**config.mk**
```make
export PLATFORM = sky130hd
export DESIGN_NAME = timer2_capture_reload_clockout
export DESIGN_NICKNAME = d
export VERILOG_FILES = /design/src/timer2_pkg.sv /design/src/timer2_capture_reload_clockout.sv
export VERILOG_INCLUDE_DIRS = /design/src
export SDC_FILE = /design/constraint.sdc
export NUM_CORES = 1
export LEC_CHECK = 0
export BUFFER_PORTS_ARGS = -buffer_cell sky130_fd_sc_hd__buf_2
export CORE_MARGIN = 3
export CORE_UTILIZATION = 40
export CTS_CLUSTER_DIAMETER = 100
export DETAILED_ROUTE_END_ITERATION = 8
export PLACE_DENSITY = 0.64
export RECOVER_POWER = 100
export SETUP_SLACK_MARGIN = 0.05
export SYNTH_ARGS = -nofsm -noshare
export SYNTH_HDL_FRONTEND = slang
export SYNTH_SLANG_ARGS = --single-unit
```
**constraint.sdc**
```tcl
create_clock -name clk_sys -period 3.3 [get_ports clk_sys]
set_input_delay 0.33 -clock clk_sys [delete_from_list [all_inputs] [get_ports clk_sys]]
set_output_delay 0.33 -clock clk_sys [all_outputs]
set_load 0.01 [all_outputs]
```
**src/timer2_params.svh**
```systemverilog
`ifndef TIMER2_PARAMS_SVH
`define TIMER2_PARAMS_SVH

// Register offsets on the plain register port
`define OFS_TIMER_EXTENDED_STATUS_EXT     12'h411
`define OFS_T2_MODE_EXT   12'h419
`define OFS_T2_CONTROL    12'h418
`define OFS_COUNT_LOW     12'h4c0
`define OFS_COUNT_HIGH    12'h4c1
`define OFS_CAPTURE_LOW   12'h4c2
`define OFS_CAPTURE_HIGH  12'h4c3
`define OFS_RELOAD_LOW    12'h4c4
`define OFS_RELOAD_HIGH   12'h4c5
`define OFS_SYS_CONFIG    12'h440

// Field positions
`define BIT_T0_OUT_SEL    0
`define BIT_T1_OUT_SEL    2
`define BIT_DOWN_EN       0
`define BIT_CLK_OUT_EN    1
`define BIT_P1_TX_SRC     4
`define BIT_P1_RX_SRC     5
`define BIT_CAP_RELOAD    0
`define BIT_CNT_TIMER     1
`define BIT_RUN           2
`define BIT_EXT_TRIG_EN   3
`define BIT_P0_TX_SRC     4
`define BIT_P0_RX_SRC     5
`define BIT_EXT_FLAG      6
`define BIT_OVF_FLAG      7

// Reset value and the all-ones count value
`define RST_BYTE          8'h00
`define COUNT_ALL_ONES    16'hffff

// Prescaler divisions of the oscillator
`define PRESCALE_DIV4     8'd4
`define PRESCALE_DIV16    8'd16
`define PRESCALE_DIV64    8'd64
// Count pins are sampled every this many oscillator cycles
`define PIN_SAMPLE_CYCLES 8'd2
// Last roll-over count of the baud divider while clock-out runs
`define BAUD_DIV_LAST     3'h7

`endif

```
**src/timer2_pkg.sv**
```systemverilog
package timer2_pkg;
  typedef enum logic [4:0] {
    MODE_OFF    = 5'b00001,
    MODE_RELOAD = 5'b00010,
    MODE_UPDOWN = 5'b00100,
    MODE_CAPTURE= 5'b01000,
    MODE_BAUD   = 5'b10000
  } t2_mode_e;

  typedef struct packed {
    logic [11:0] addr;
    logic [7:0]  wdata;
    logic        wr;
    logic        rd;
  } reg_req_s;

  typedef struct packed {
    logic port0_rx;
    logic port0_tx;
    logic port1_rx;
    logic port1_tx;
  } baud_route_s;
endpackage

```
**src/timer2_capture_reload_clockout.sv**
```systemverilog
// Contract
// Timers 0 and 1 each toggle an output on every overflow.
// Output-select bits pick port data or toggle; cleared lets pin count.
// Timer 2 counts tick or pin events; overflow or underflow sets overflow flag.
// Run off stops; baud bit gives baud mode; else capture or reload.
// Capture mode: trigger falling edge copies count, sets external event flag.
// In capture mode external event flag requests interrupt like overflow flag.
// Auto-reload overflow loads the 16-bit reload value into the count.
// Auto-reload: trigger falling edge reloads count and sets external flag.
// Up/down enabled: trigger high counts up, low counts down.
// Counting up overflows past all ones, sets flag, reloads count.
// Counting down: count equal reload loads all ones, sets flag.
// Up/down mode: external event flag toggles on each wrap.
// Up/down mode: external event flag requests no interrupt.
// Baud generator advances on the prescaled tick.
// Per-port rx and tx source bits route timer 2 rate to ports.
// Clock out when timer select clear, clock-out enable and run set.
// Clock-out and baud mode roll-overs raise no interrupt.
// Baud and clock-out together; baud rate is clock-out rate over eight.
// Clock-out enable clear: pin counts; set: pin toggles per overflow.
// Prescaled tick is oscillator over 4, 16 or 64; code 3 reserved.
// Count pins sampled every 2 oscillator cycles; falling edges counted.
// Flags stay set until software clears them; hardware only sets. The code toggles the external event flag on each up/down wrap.
//
// Decided for this implementation: strobed register access.
`include "timer2_params.svh"
`timescale 1ns/1ps
`default_nettype none

module timer2_capture_reload_clockout (
  // Clock and reset
  input  wire logic                   clk_sys,
  input  wire logic                   rstn,
  // Register port
  input  wire timer2_pkg::reg_req_s   reg_req,
  output logic [7:0]                  reg_rdata,
  // Overflow events of timers 0 and 1
  input  wire logic                   t0_overflow,
  input  wire logic                   t1_overflow,
  // Port data for the shared pins
  input  wire logic                   t0_port_data,
  input  wire logic                   t1_port_data,
  input  wire logic                   t2_port_data,
  // Pins
  input  wire logic                   t0_pin_in,
  input  wire logic                   t1_pin_in,
  input  wire logic                   clock_out_pin_in,
  input  wire logic                   external_trigger_input,
  output logic                        t0_pin_out,
  output logic                        t0_pin_oe,
  output logic                        t1_pin_out,
  output logic                        t1_pin_oe,
  output logic                        clock_out_pin_out,
  output logic                        clock_out_pin_oe,
  // Count strobes for timers 0 and 1 in counter mode
  output logic                        t0_count_pulse,
  output logic                        t1_count_pulse,
  // Timer 2 events and serial clocks
  output logic                        timer2_irq,
  output logic                        prescaled_tick,
  output timer2_pkg::baud_route_s     baud_route
);
  import timer2_pkg::*;

  logic [7:0]  timer_extended_status_reg;
  logic [7:0]  timer2_mode_extension_reg;
  logic [7:0]  timer2_control_reg;
  logic [1:0]  prescale_sel_reg;
  logic [15:0] count_reg;
  logic [15:0] capture_reg;
  logic [15:0] reload_reg;
  logic [7:0]  presc_cnt_reg;
  logic [7:0]  samp_cnt_reg;
  logic        t0_tog_reg;
  logic        t1_tog_reg;
  logic        t2_tog_reg;
  logic        baud_tog_reg;
  logic [2:0]  baud_div_reg;
  logic [3:0]  sync1_reg;
  logic [3:0]  sync2_reg;
  logic [3:0]  samp_reg;
  logic [7:0]  presc_div;
  logic        sample_now;
  logic        t0_fall;
  logic        t1_fall;
  logic        t2_fall;
  logic        trig_fall;
  logic        trig_level;
  logic        run;
  logic        baud_any;
  logic        clk_out_en;
  logic        count_step;
  logic        count_up;
  logic        wrap;
  logic        ext_event;
  logic        ovf_set;
  logic        ext_set;
  logic        ext_toggle;
  logic [15:0] count_next;
  t2_mode_e    mode;

  // Write strobe hitting one offset
  function automatic logic wr_hit(input reg_req_s r, input logic [11:0] a);
    wr_hit = r.wr && (r.addr == a);
  endfunction

  // Prescaler selection
  always_comb begin
    unique case (prescale_sel_reg)
      2'd0:    presc_div = `PRESCALE_DIV4;
      2'd1:    presc_div = `PRESCALE_DIV16;
      2'd2:    presc_div = `PRESCALE_DIV64;
      default: presc_div = `PRESCALE_DIV64;
    endcase
  end

  always_ff @(posedge clk_sys or negedge rstn) begin
    if (!rstn) begin
      presc_cnt_reg <= 8'h00;
    end else if (presc_cnt_reg >= presc_div - 8'h01) begin
      presc_cnt_reg <= 8'h00;
    end else begin
      presc_cnt_reg <= presc_cnt_reg + 8'h01;
    end
  end
  assign prescaled_tick = (presc_cnt_reg == 8'h00);

  // Pin synchronisers and periodic sampling
  always_ff @(posedge clk_sys or negedge rstn) begin
    if (!rstn) begin
      sync1_reg <= 4'hf;
      sync2_reg <= 4'hf;
    end else begin
      sync1_reg <= {external_trigger_input, clock_out_pin_in, t1_pin_in, t0_pin_in};
      sync2_reg <= sync1_reg;
    end
  end

  always_ff @(posedge clk_sys or negedge rstn) begin
    if (!rstn) begin
      samp_cnt_reg <= 8'h00;
      samp_reg     <= 4'hf;
    end else begin
      samp_cnt_reg <= sample_now ? 8'h00 : samp_cnt_reg + 8'h01;
      if (sample_now) begin
        samp_reg <= sync2_reg;
      end
    end
  end
  assign sample_now = (samp_cnt_reg >= `PIN_SAMPLE_CYCLES - 8'h01);
  assign t0_fall    = sample_now && samp_reg[0] && !sync2_reg[0];
  assign t1_fall    = sample_now && samp_reg[1] && !sync2_reg[1];
  assign t2_fall    = sample_now && samp_reg[2] && !sync2_reg[2];
  assign trig_fall  = sample_now && samp_reg[3] && !sync2_reg[3];
  assign trig_level = samp_reg[3];

  // Timers 0 and 1 pins
  always_ff @(posedge clk_sys or negedge rstn) begin
    if (!rstn) begin
      t0_tog_reg <= 1'b0;
      t1_tog_reg <= 1'b0;
    end else begin
      if (t0_overflow) begin
        t0_tog_reg <= !t0_tog_reg;
      end
      if (t1_overflow) begin
        t1_tog_reg <= !t1_tog_reg;
      end
    end
  end
  assign t0_pin_oe      = timer_extended_status_reg[`BIT_T0_OUT_SEL];
  assign t1_pin_oe      = timer_extended_status_reg[`BIT_T1_OUT_SEL];
  assign t0_pin_out     = t0_pin_oe ? t0_tog_reg : t0_port_data;
  assign t1_pin_out     = t1_pin_oe ? t1_tog_reg : t1_port_data;
  assign t0_count_pulse = !t0_pin_oe && t0_fall;
  assign t1_count_pulse = !t1_pin_oe && t1_fall;

  // Timer 2 mode decode
  assign run        = timer2_control_reg[`BIT_RUN];
  assign clk_out_en = timer2_mode_extension_reg[`BIT_CLK_OUT_EN];
  assign baud_any   = timer2_control_reg[`BIT_P0_RX_SRC] | timer2_control_reg[`BIT_P0_TX_SRC]
                    | timer2_mode_extension_reg[`BIT_P1_RX_SRC]
                    | timer2_mode_extension_reg[`BIT_P1_TX_SRC];

  always_comb begin
    if (!run) begin
      mode = MODE_OFF;
    end else if (baud_any) begin
      mode = MODE_BAUD;
    end else if (timer2_control_reg[`BIT_CAP_RELOAD]) begin
      mode = MODE_CAPTURE;
    end else if (timer2_mode_extension_reg[`BIT_DOWN_EN]) begin
      mode = MODE_UPDOWN;
    end else begin
      mode = MODE_RELOAD;
    end
  end

  // Count source: tick, or pin falling edge when the pin is an input
  always_comb begin
    if (mode == MODE_BAUD || clk_out_en) begin
      count_step = prescaled_tick;
    end else if (timer2_control_reg[`BIT_CNT_TIMER]) begin
      count_step = t2_fall;
    end else begin
      count_step = prescaled_tick;
    end
  end

  // Count direction and external trigger events
  assign count_up  = (mode != MODE_UPDOWN) || trig_level;
  assign ext_event = trig_fall && timer2_control_reg[`BIT_EXT_TRIG_EN]
                  && (mode == MODE_CAPTURE || mode == MODE_RELOAD);

  // Next count value and roll-over detection
  always_comb begin
    wrap       = 1'b0;
    count_next = count_reg;
    if (mode != MODE_OFF && count_step) begin
      if (count_up) begin
        if (count_reg == `COUNT_ALL_ONES) begin
          wrap       = 1'b1;
          count_next = (mode == MODE_CAPTURE) ? 16'h0000 : reload_reg;
        end else begin
          count_next = count_reg + 16'h0001;
        end
      end else if (count_reg == reload_reg) begin
        wrap       = 1'b1;
        count_next = `COUNT_ALL_ONES;
      end else begin
        count_next = count_reg - 16'h0001;
      end
    end
    if (ext_event && mode == MODE_RELOAD) begin
      count_next = reload_reg;
    end
  end

  // Flag events
  assign ovf_set    = wrap && mode != MODE_BAUD && !clk_out_en;
  assign ext_set    = ext_event;
  assign ext_toggle = wrap && mode == MODE_UPDOWN;

  // Count and capture registers
  always_ff @(posedge clk_sys or negedge rstn) begin
    if (!rstn) begin
      count_reg   <= {`RST_BYTE, `RST_BYTE};
      capture_reg <= {`RST_BYTE, `RST_BYTE};
    end else begin
      if (wr_hit(reg_req, `OFS_COUNT_LOW)) begin
        count_reg <= {count_next[15:8], reg_req.wdata};
      end else if (wr_hit(reg_req, `OFS_COUNT_HIGH)) begin
        count_reg <= {reg_req.wdata, count_next[7:0]};
      end else begin
        count_reg <= count_next;
      end
      if (ext_event && mode == MODE_CAPTURE) begin
        capture_reg <= count_reg;
      end else if (wr_hit(reg_req, `OFS_CAPTURE_LOW)) begin
        capture_reg[7:0] <= reg_req.wdata;
      end else if (wr_hit(reg_req, `OFS_CAPTURE_HIGH)) begin
        capture_reg[15:8] <= reg_req.wdata;
      end
    end
  end

  // Software-written configuration
  always_ff @(posedge clk_sys or negedge rstn) begin
    if (!rstn) begin
      timer_extended_status_reg <= `RST_BYTE;
      timer2_mode_extension_reg <= `RST_BYTE;
      reload_reg                <= {`RST_BYTE, `RST_BYTE};
      prescale_sel_reg          <= 2'b00;
    end else begin
      if (wr_hit(reg_req, `OFS_TIMER_EXTENDED_STATUS_EXT)) begin
        timer_extended_status_reg <= reg_req.wdata & 8'h05;
      end
      if (wr_hit(reg_req, `OFS_T2_MODE_EXT)) begin
        timer2_mode_extension_reg <= reg_req.wdata & 8'h33;
      end
      if (wr_hit(reg_req, `OFS_RELOAD_LOW)) begin
        reload_reg[7:0] <= reg_req.wdata;
      end
      if (wr_hit(reg_req, `OFS_RELOAD_HIGH)) begin
        reload_reg[15:8] <= reg_req.wdata;
      end
      if (wr_hit(reg_req, `OFS_SYS_CONFIG)) begin
        prescale_sel_reg <= reg_req.wdata[1:0];
      end
    end
  end

  // Control register with sticky flags; hardware set wins over software clear
  always_ff @(posedge clk_sys or negedge rstn) begin
    if (!rstn) begin
      timer2_control_reg <= `RST_BYTE;
    end else begin
      if (wr_hit(reg_req, `OFS_T2_CONTROL)) begin
        timer2_control_reg <= reg_req.wdata;
      end
      if (ovf_set) begin
        timer2_control_reg[`BIT_OVF_FLAG] <= 1'b1;
      end
      if (ext_set) begin
        timer2_control_reg[`BIT_EXT_FLAG] <= 1'b1;
      end else if (ext_toggle) begin
        timer2_control_reg[`BIT_EXT_FLAG] <= !timer2_control_reg[`BIT_EXT_FLAG];
      end
    end
  end

  // Interrupt request from the sticky flags
  assign timer2_irq = timer2_control_reg[`BIT_OVF_FLAG]
                   || (timer2_control_reg[`BIT_EXT_FLAG] && mode != MODE_UPDOWN);

  // Clock-out toggle, one change per roll-over
  always_ff @(posedge clk_sys or negedge rstn) begin
    if (!rstn) begin
      t2_tog_reg <= 1'b0;
    end else if (wrap) begin
      t2_tog_reg <= !t2_tog_reg;
    end
  end

  // Baud clock; with clock-out on it runs at an eighth of the clock-out rate
  always_ff @(posedge clk_sys or negedge rstn) begin
    if (!rstn) begin
      baud_div_reg <= 3'h0;
      baud_tog_reg <= 1'b0;
    end else if (wrap) begin
      if (clk_out_en) begin
        baud_div_reg <= baud_div_reg + 3'h1;
        if (baud_div_reg == `BAUD_DIV_LAST) begin
          baud_tog_reg <= !baud_tog_reg;
        end
      end else begin
        baud_div_reg <= 3'h0;
        baud_tog_reg <= !baud_tog_reg;
      end
    end
  end

  // Pin drive and baud routing
  assign clock_out_pin_oe  = clk_out_en;
  assign clock_out_pin_out = (clk_out_en && run && !timer2_control_reg[`BIT_CNT_TIMER])
                           ? t2_tog_reg : t2_port_data;
  assign baud_route.port0_rx = timer2_control_reg[`BIT_P0_RX_SRC] && baud_tog_reg;
  assign baud_route.port0_tx = timer2_control_reg[`BIT_P0_TX_SRC] && baud_tog_reg;
  assign baud_route.port1_rx = timer2_mode_extension_reg[`BIT_P1_RX_SRC] && baud_tog_reg;
  assign baud_route.port1_tx = timer2_mode_extension_reg[`BIT_P1_TX_SRC] && baud_tog_reg;

  // Read data, one cycle after the strobe
  always_ff @(posedge clk_sys or negedge rstn) begin
    if (!rstn) begin
      reg_rdata <= 8'h00;
    end else if (reg_req.rd) begin
      unique case (reg_req.addr)
        `OFS_TIMER_EXTENDED_STATUS_EXT:    reg_rdata <= timer_extended_status_reg;
        `OFS_T2_MODE_EXT:  reg_rdata <= timer2_mode_extension_reg;
        `OFS_T2_CONTROL:   reg_rdata <= timer2_control_reg;
        `OFS_COUNT_LOW:    reg_rdata <= count_reg[7:0];
        `OFS_COUNT_HIGH:   reg_rdata <= count_reg[15:8];
        `OFS_CAPTURE_LOW:  reg_rdata <= capture_reg[7:0];
        `OFS_CAPTURE_HIGH: reg_rdata <= capture_reg[15:8];
        `OFS_RELOAD_LOW:   reg_rdata <= reload_reg[7:0];
        `OFS_RELOAD_HIGH:  reg_rdata <= reload_reg[15:8];
        `OFS_SYS_CONFIG:   reg_rdata <= {6'h00, prescale_sel_reg};
        default:           reg_rdata <= 8'h00;
      endcase
    end else begin
      reg_rdata <= 8'h00;
    end
  end
endmodule

`default_nettype wire

```
==> results.sh, run 1 <==
export IMPL_gp_congestion=0.932
export IMPL_syn_mean_instance_area_um2=9.76
export IMPL_synth_seq_cells=107
export IMPL_fillers=1581
export IMPL_row_count=46
export IMPL_fin_crit_sh=0.905
export IMPL_async_reset_ff_frac=1.00
export IMPL_ys_seq_area_frac=0.403
export IMPL_synthFlopType="dfrtp_1"
export IMPL_arrival_ps=3260
export IMPL_cts_resized=0
export IMPL_critical_path_top_delay_family="simple AND/OR/NAND/NOR gates"
export IMPL_cts_tree="done"
export IMPL_synth_top_area_cell="dfrtp_1"
export IMPL_die_w_um=135
export IMPL_start_kind="register"
export IMPL_yosys_warnings=0
export IMPL_drt_total_wl_um=20500
export IMPL_fmax_mhz=335
export IMPL_core_um2=16100
export IMPL_finalMaxSlewViolations=75
export IMPL_drt_pass1_iter_count=5
export IMPL_place_hpwl_um=14700
export IMPL_clock_latency_ps=350
export IMPL_crit_type="register to register"
export IMPL_finalNonFillerCells=949
export IMPL_synth_area_leaders="dfrtp_1 (36%), mux2_2 (6.7%), dfstp_2 (4.7%), mux2i_1 (4.3%), xor2_1 (3.7%)"
export IMPL_slew_headroom=-0.156
export IMPL_drive_gt1_frac=0.199
export IMPL_worst_path_max_fanout=14
export IMPL_dpl_cell_count=933
export IMPL_cts_hold_buf=0
export IMPL_syn_area_um2=6690
export IMPL_holdWs_ps=65.1
export IMPL_drt_iter0_markers=800
export IMPL_layout_commonest_cell="dfrtp_1"
export IMPL_period_minus_slack_ps=2980
export IMPL_multiInputGateArea_um2=3680
export IMPL_cts_clk_slew_worst_paths_ps=80
export IMPL_hold_violations=0
export IMPL_vias=5781
export IMPL_io_pins=55
export IMPL_drc=0
export IMPL_synth_edf_count=0
export IMPL_h_tree_depth=3
export IMPL_die_area_um2=18300
export IMPL_grt_pass1_vias=5619
export IMPL_maxCapViolCount=2
export IMPL_placed_area_um2=7200
export IMPL_setup_violations=0
export IMPL_static_leakage_power_nw=3.21
export IMPL_numCtsBuffers=9
export IMPL_cp_slowest_cell="dfrtp_1"
export IMPL_seq_area_um2=2690
export IMPL_fin_skew_ps=7.75
export IMPL_nNetsFinal=775
export IMPL_grt_overflow=0
export IMPL_max_stage_delay_ps=700
export IMPL_antenna_found_initial=0
export IMPL_endpoint_kind="register"
export IMPL_cts_setup_buffers=0
export IMPL_diodes=0
export IMPL_vdd_drop_max_mv=0.323
export IMPL_syn_instance_count=685
export IMPL_syn2layout_area_growth_pct=10.5
export IMPL_synth_distinct_cells=76
export IMPL_power_density_nw_per_um2=369
export IMPL_grt_setup_unrepaired="no"
export IMPL_vias_per_cell=6.09
export IMPL_die_h_um=135
export IMPL_portBuffers=54
export IMPL_grtUsageTotal=0.227
export IMPL_max_clock_path_buffers=2
export IMPL_min_path_type="input port to register"
export IMPL_crit_buf_inv=1
export IMPL_path_cells="nand4_1, nor4_1, buf_4, and2_1, a211oi_1, o31a_1, o21ai_1"
export IMPL_cts_root_buf="clkbuf_16"
export IMPL_design_area_um2=7390
export IMPL_final_cell_mix="dfrtp_1 (95), nor2_1 (53), nand2_1 (52), mux2_2 (40), a21oi_1 (35)"
export IMPL_grt_start_max_net_pins=66
export IMPL_total_power_mw=2.73
export IMPL_cts_sinks=107
export IMPL_synth_top_area_frac=0.355
export IMPL_worst_pin_slew_ps=1730
export IMPL_grt_pass1_wl_um=32000
export IMPL_ant_nets=0
export IMPL_tns_ps=0
export IMPL_status="finished with violations"
export IMPL_required_ps=3570
export IMPL_start_util=0.415
export IMPL_violations="max-capacitance violations, max-slew violations"
export IMPL_post_drt_wl_per_cell_um=21.6
kinds of logic (layout without fill, tap and decap cells):
group,Yosys count,count (layout),synth area share
xor+xnor,42,42,0.0550
buf+inv,62,105,0.0410
flops,107,107,0.403
mux,70,70,0.114
fa+ha+maj,14,14,0.0262
compound gates,153,153,0.169
simple gates,236,236,0.192
other cells,1,6,0.000561
final cells by class:
class / instances / share of cell area
repair buffers: 75 / 0.0526
flip-flops and latches: 107 / 0.364
clock buffers: 10 / 0.0323
clock inverters: 6 / 0.00897
well taps: 216 / 0.0366
inverters: 14 / 0.00711
multi-input cells: 521 / 0.498
power breakdown:
group / switching, mW / internal, mW / total, mW
logic: 0.137 / 0.0862 / 0.223
registers: 0.0433 / 1.36 / 1.40
clock network: 0.545 / 0.557 / 1.10
total: 0.725 / 2.00 / 2.73
metal layers:
| metal | up-vias | part of all wire | track usage |
|---|---|---|---|
| li1 | 2600 | - | - |
| met1 | 2842 | 0.43 | 0.311 |
| met2 | 282 | 0.46 | 0.363 |
| met3 | 57 | 0.073 | 0.0357 |
| met4 | 0 | 0.035 | 0.0862 |
| met5 | - | 0 | 0 |
through the flow:
step,worst slack [ps],utilization
finish,315,0.459
global route,163,0.459
CTS,408,0.465
detailed placement,421,0.447
global placement,469,0.447
floorplan,937,-
worst reg2reg max path, cell delays in order, from the launching register on:
cell	delay, ps
dfrtp_1	700
nand4_1	390
nor4_1	560
buf_4	280
and2_1	390
a211oi_1	140
o31a_1	290
o21ai_1	150
cells in the mapped netlist, drive strengths merged (12+ instances only):
cell type  instances
mux2              40
inv               14
xor2              28
nand3             19
a21oi             43
mux2i             30
xnor2             14
dfstp             12
clkbuf            32
nor4              16
o21ai             22
nor2              54
and3              18
buf               16
and2              12
a31oi             13
ha                14
nand2             52
dfrtp             95
worst paths after layout:
path / start / endpoint / slack, ps / cells after the start
max: count_reg[4]$_DFFE_PN0P_ / count_reg[10]$_DFF_PN0_ / 320 / 7
max in group asynchronous: rstn / prescale_sel_reg[1]$_DFFE_PN0P_ / 1000 / 2
min reg2reg: sync1_reg[3]$_DFF_PN1_ / sync2_reg[3]$_DFF_PN1_ / 360 / 0
max reg2reg: count_reg[4]$_DFFE_PN0P_ / count_reg[10]$_DFF_PN0_ / 320 / 7
min in group asynchronous: rstn / reg_rdata[5]$_DFF_PN0_ / 430 / 1
min: clock_out_pin_in / sync1_reg[2]$_DFF_PN1_ / 70 / 1
Note: power is estimated with default switching activity, not from simulation.
==> run 2, diff against run 1 <==
ABC_AREA = 1   (was unset)
==> run 2 against run 1 <==
Effect of this change:
- the run now ends clean
- register-to-register slack gained 250 ps
- non-clock buffer count is 17 lower
- synthesized area rose by 8.2%
- core utilization is 1.1 points lower
- cell area increased by 5.7%
- first-iteration DRC count fell by 7.2%
- count of clock-buffer cells in the layout is 1 lower
==> results.sh, run 2 <==
export IMPL_power_density_nw_per_um2=369
export IMPL_post_drt_wl_per_cell_um=16.8
export IMPL_drt_pass1_iter_count=7
export IMPL_cts_tree="done"
export IMPL_start_kind="register"
export IMPL_yosys_warnings=0
export IMPL_arrival_ps=3000
export IMPL_endpoint_kind="register"
export IMPL_synth_top_area_frac=0.328
export IMPL_setup_violations=0
export IMPL_worst_pin_slew_ps=1230
export IMPL_static_leakage_power_nw=3.96
export IMPL_required_ps=3560
export IMPL_cts_setup_buffers=0
export IMPL_slew_headroom=0.178
export IMPL_synth_area_leaders="dfrtp_1 (33%), nand2_1 (17%), inv_1 (6.9%), nand3_1 (6.5%), nor2_1 (5.6%)"
export IMPL_final_cell_mix="nand2_1 (325), inv_1 (136), nor2_1 (114), nand3_1 (96), dfrtp_1 (95)"
export IMPL_place_ws_ps=905
export IMPL_ant_nets=0
export IMPL_place_hpwl_um=16700
export IMPL_grtUsageTotal=0.227
export IMPL_fin_skew_ps=16.2
export IMPL_die_area_um2=19700
export IMPL_reg2reg_depth=11
export IMPL_h_tree_depth=3
export IMPL_status="finished clean"
export IMPL_placed_area_um2=7590
export IMPL_cts_clk_slew_worst_paths_ps=90
export IMPL_drt_iter0_markers=742
export IMPL_hold_path_startpoint="t0_pin_in"
export IMPL_cts_root_buf="clkbuf_16"
export IMPL_grt_pass1_vias=6415
export IMPL_cts_sinks=107
export IMPL_tns_ps=0
export IMPL_grt_setup_unrepaired="no"
export IMPL_antenna_found_initial=0
export IMPL_fmax_mhz=366
export IMPL_io_pins=55
export IMPL_syn_area_um2=7240
export IMPL_grt_overflow=0
export IMPL_syn2layout_area_growth_pct=7.95
export IMPL_layout_commonest_cell="nand2_1"
export IMPL_drt_total_wl_um=22000
export IMPL_die_w_um=141
export IMPL_yosysMostFrequentCell="nand2_1"
export IMPL_rr_startpoint="timer2_control_reg[4]$_DFFE_PN0P_"
export IMPL_finalMaxSlewViolations=0
export IMPL_start_util=0.414
export IMPL_row_count=48
export IMPL_crit_type="register to register"
export IMPL_nNetsFinal=1123
export IMPL_numCtsBuffers=9
export IMPL_fin_crit_sh=0.828
export IMPL_min_to="sync1_reg[0]$_DFF_PN1_"
export IMPL_synth_edf_count=0
export IMPL_portBuffers=54
export IMPL_grt_start_max_net_pins=61
export IMPL_die_h_um=141
export IMPL_cts_resized=0
export IMPL_async_reset_ff_frac=1.00
export IMPL_syn_instance_count=1036
export IMPL_vdd_drop_max_mv=0.298
export IMPL_period_minus_slack_ps=2730
export IMPL_grt_pass1_wl_um=35400
export IMPL_ys_seq_area_frac=0.372
export IMPL_drive_gt1_frac=0.0953
export IMPL_hold_depth=1
export IMPL_vias=6905
export IMPL_synth_distinct_cells=46
export IMPL_rrSetupSlack_ps=570
export IMPL_worst_slack_ps=566
export IMPL_hold_violations=0
export IMPL_final_util=0.447
export IMPL_min_path_type="input port to register"
export IMPL_vias_per_cell=5.29
export IMPL_maxCapViolCount=0
export IMPL_ys_top_cells_by_count="nand2_1 (319), inv_1 (134), nor2_1 (108), dfrtp_1 (95), nand3_1 (94)"
export IMPL_r2r_end="count_reg[7]$_DFFE_PN0P_"
export IMPL_worst_path_max_fanout=13
export IMPL_gp_congestion=0.948
export IMPL_syn_mean_instance_area_um2=6.99
export IMPL_design_area_um2=7820
export IMPL_clock_latency_ps=370
export IMPL_total_power_mw=2.88
export IMPL_max_clock_path_buffers=2
export IMPL_synth_seq_cells=107
export IMPL_diodes=0
export IMPL_core_um2=17500
export IMPL_synth_top_area_cell="dfrtp_1"
export IMPL_drc=0
export IMPL_synthFlopType="dfrtp_1"
==> run 2: cell count changes in the layout (fill, tap and decap cells not counted), sizes merged, moves of 16 or more <==
cell   delta
nand2   +284
inv     +125
nand3    +82
nor2     +74
mux2     -38
o21ai    +38
mux2i    -30
buf      -20
and3     -17
a21oi    -16
==> run 2: power by group <==
group / leakage (nW) / internal, mW / switching (mW) / total (mW)
Combinational: 2.54 / 0.112 / 0.230 / 0.342
Clock: 0.152 / 0.549 / 0.576 / 1.13
Sequential: 1.27 / 1.36 / 0.0558 / 1.42
Total: 3.96 / 2.02 / 0.863 / 2.88
==> run 2: timing repair <==
action                     CTS  global route
hold endpoints to repair    19             0
hold buffers                 1             0
setup endpoints to repair    0             0
==> run 2: worst max path at each step <==
stage | start | endpoint | slack [ps] | depth (start not counted)
after floorplan | samp_cnt_reg[0]$_DFF_PN0_ | t0_count_pulse | 1440 | 8
after global placement | samp_cnt_reg[0]$_DFF_PN0_ | capture_reg[4]$_DFFE_PN0P_ | 980 | 12
after detailed placement | samp_cnt_reg[0]$_DFF_PN0_ | capture_reg[7]$_DFFE_PN0P_ | 910 | 12
after CTS | samp_cnt_reg[0]$_DFF_PN0_ | capture_reg[7]$_DFFE_PN0P_ | 870 | 12
after global routing | timer2_control_reg[4]$_DFFE_PN0P_ | count_reg[6]$_DFFE_PN0P_ | 360 | 12
final | timer2_control_reg[4]$_DFFE_PN0P_ | count_reg[7]$_DFFE_PN0P_ | 570 | 11
==> run 2: cells by family after synthesis <==
logic type,after synthesis,share of synthesized area
muxes,2,0.00311
DFF,107,0.372
buffers and inverters,174,0.108
and+or+nand+nor,602,0.376
xor gates and xnor gates,21,0.0254
other,1,0.000518
AOI/OAI and AO/OA,115,0.0913
adders and majority gates,14,0.0242
==> run 2: cell type report <==
type,count,area (um2)
clock buffers,9,225
repair buffers,58,278
inverters,140,527
flip-flops and latches,107,2690
clock inverters,7,91.3
multi-input cells,760,3720
well taps,225,282
fillers,1817,9660
==> run 2: through the flow <==
step           hold slack [ps]  std cells
2_1_floorplan             34.4       1041
3_3_place_gp               346       1289
3_5_place_dp               349       1289
4_1_cts                   38.4       1306
5_1_grt                   30.7       1306
6_report                  48.7       1306
==> run 2: critical path, stage by stage (launching register included) <==
cell	delay [ps]
dfrtp_1	420
nor2_1	190
nand2_4	110
nor2_1	220
nand2_1	380
inv_1	360
clkbuf_1	480
nand3_1	170
nand3_1	130
nand2_1	50
nand2_1	50
nand2_1	40
==> run 2: metal layers <==
metal  part of all wire  up-vias  track usage
met3              0.083       41       0.0481
met4              0.033        0       0.0831
li1                   -     3354            -
met5                  0        -            0
met2               0.44      295        0.344
met1               0.45     3215        0.319
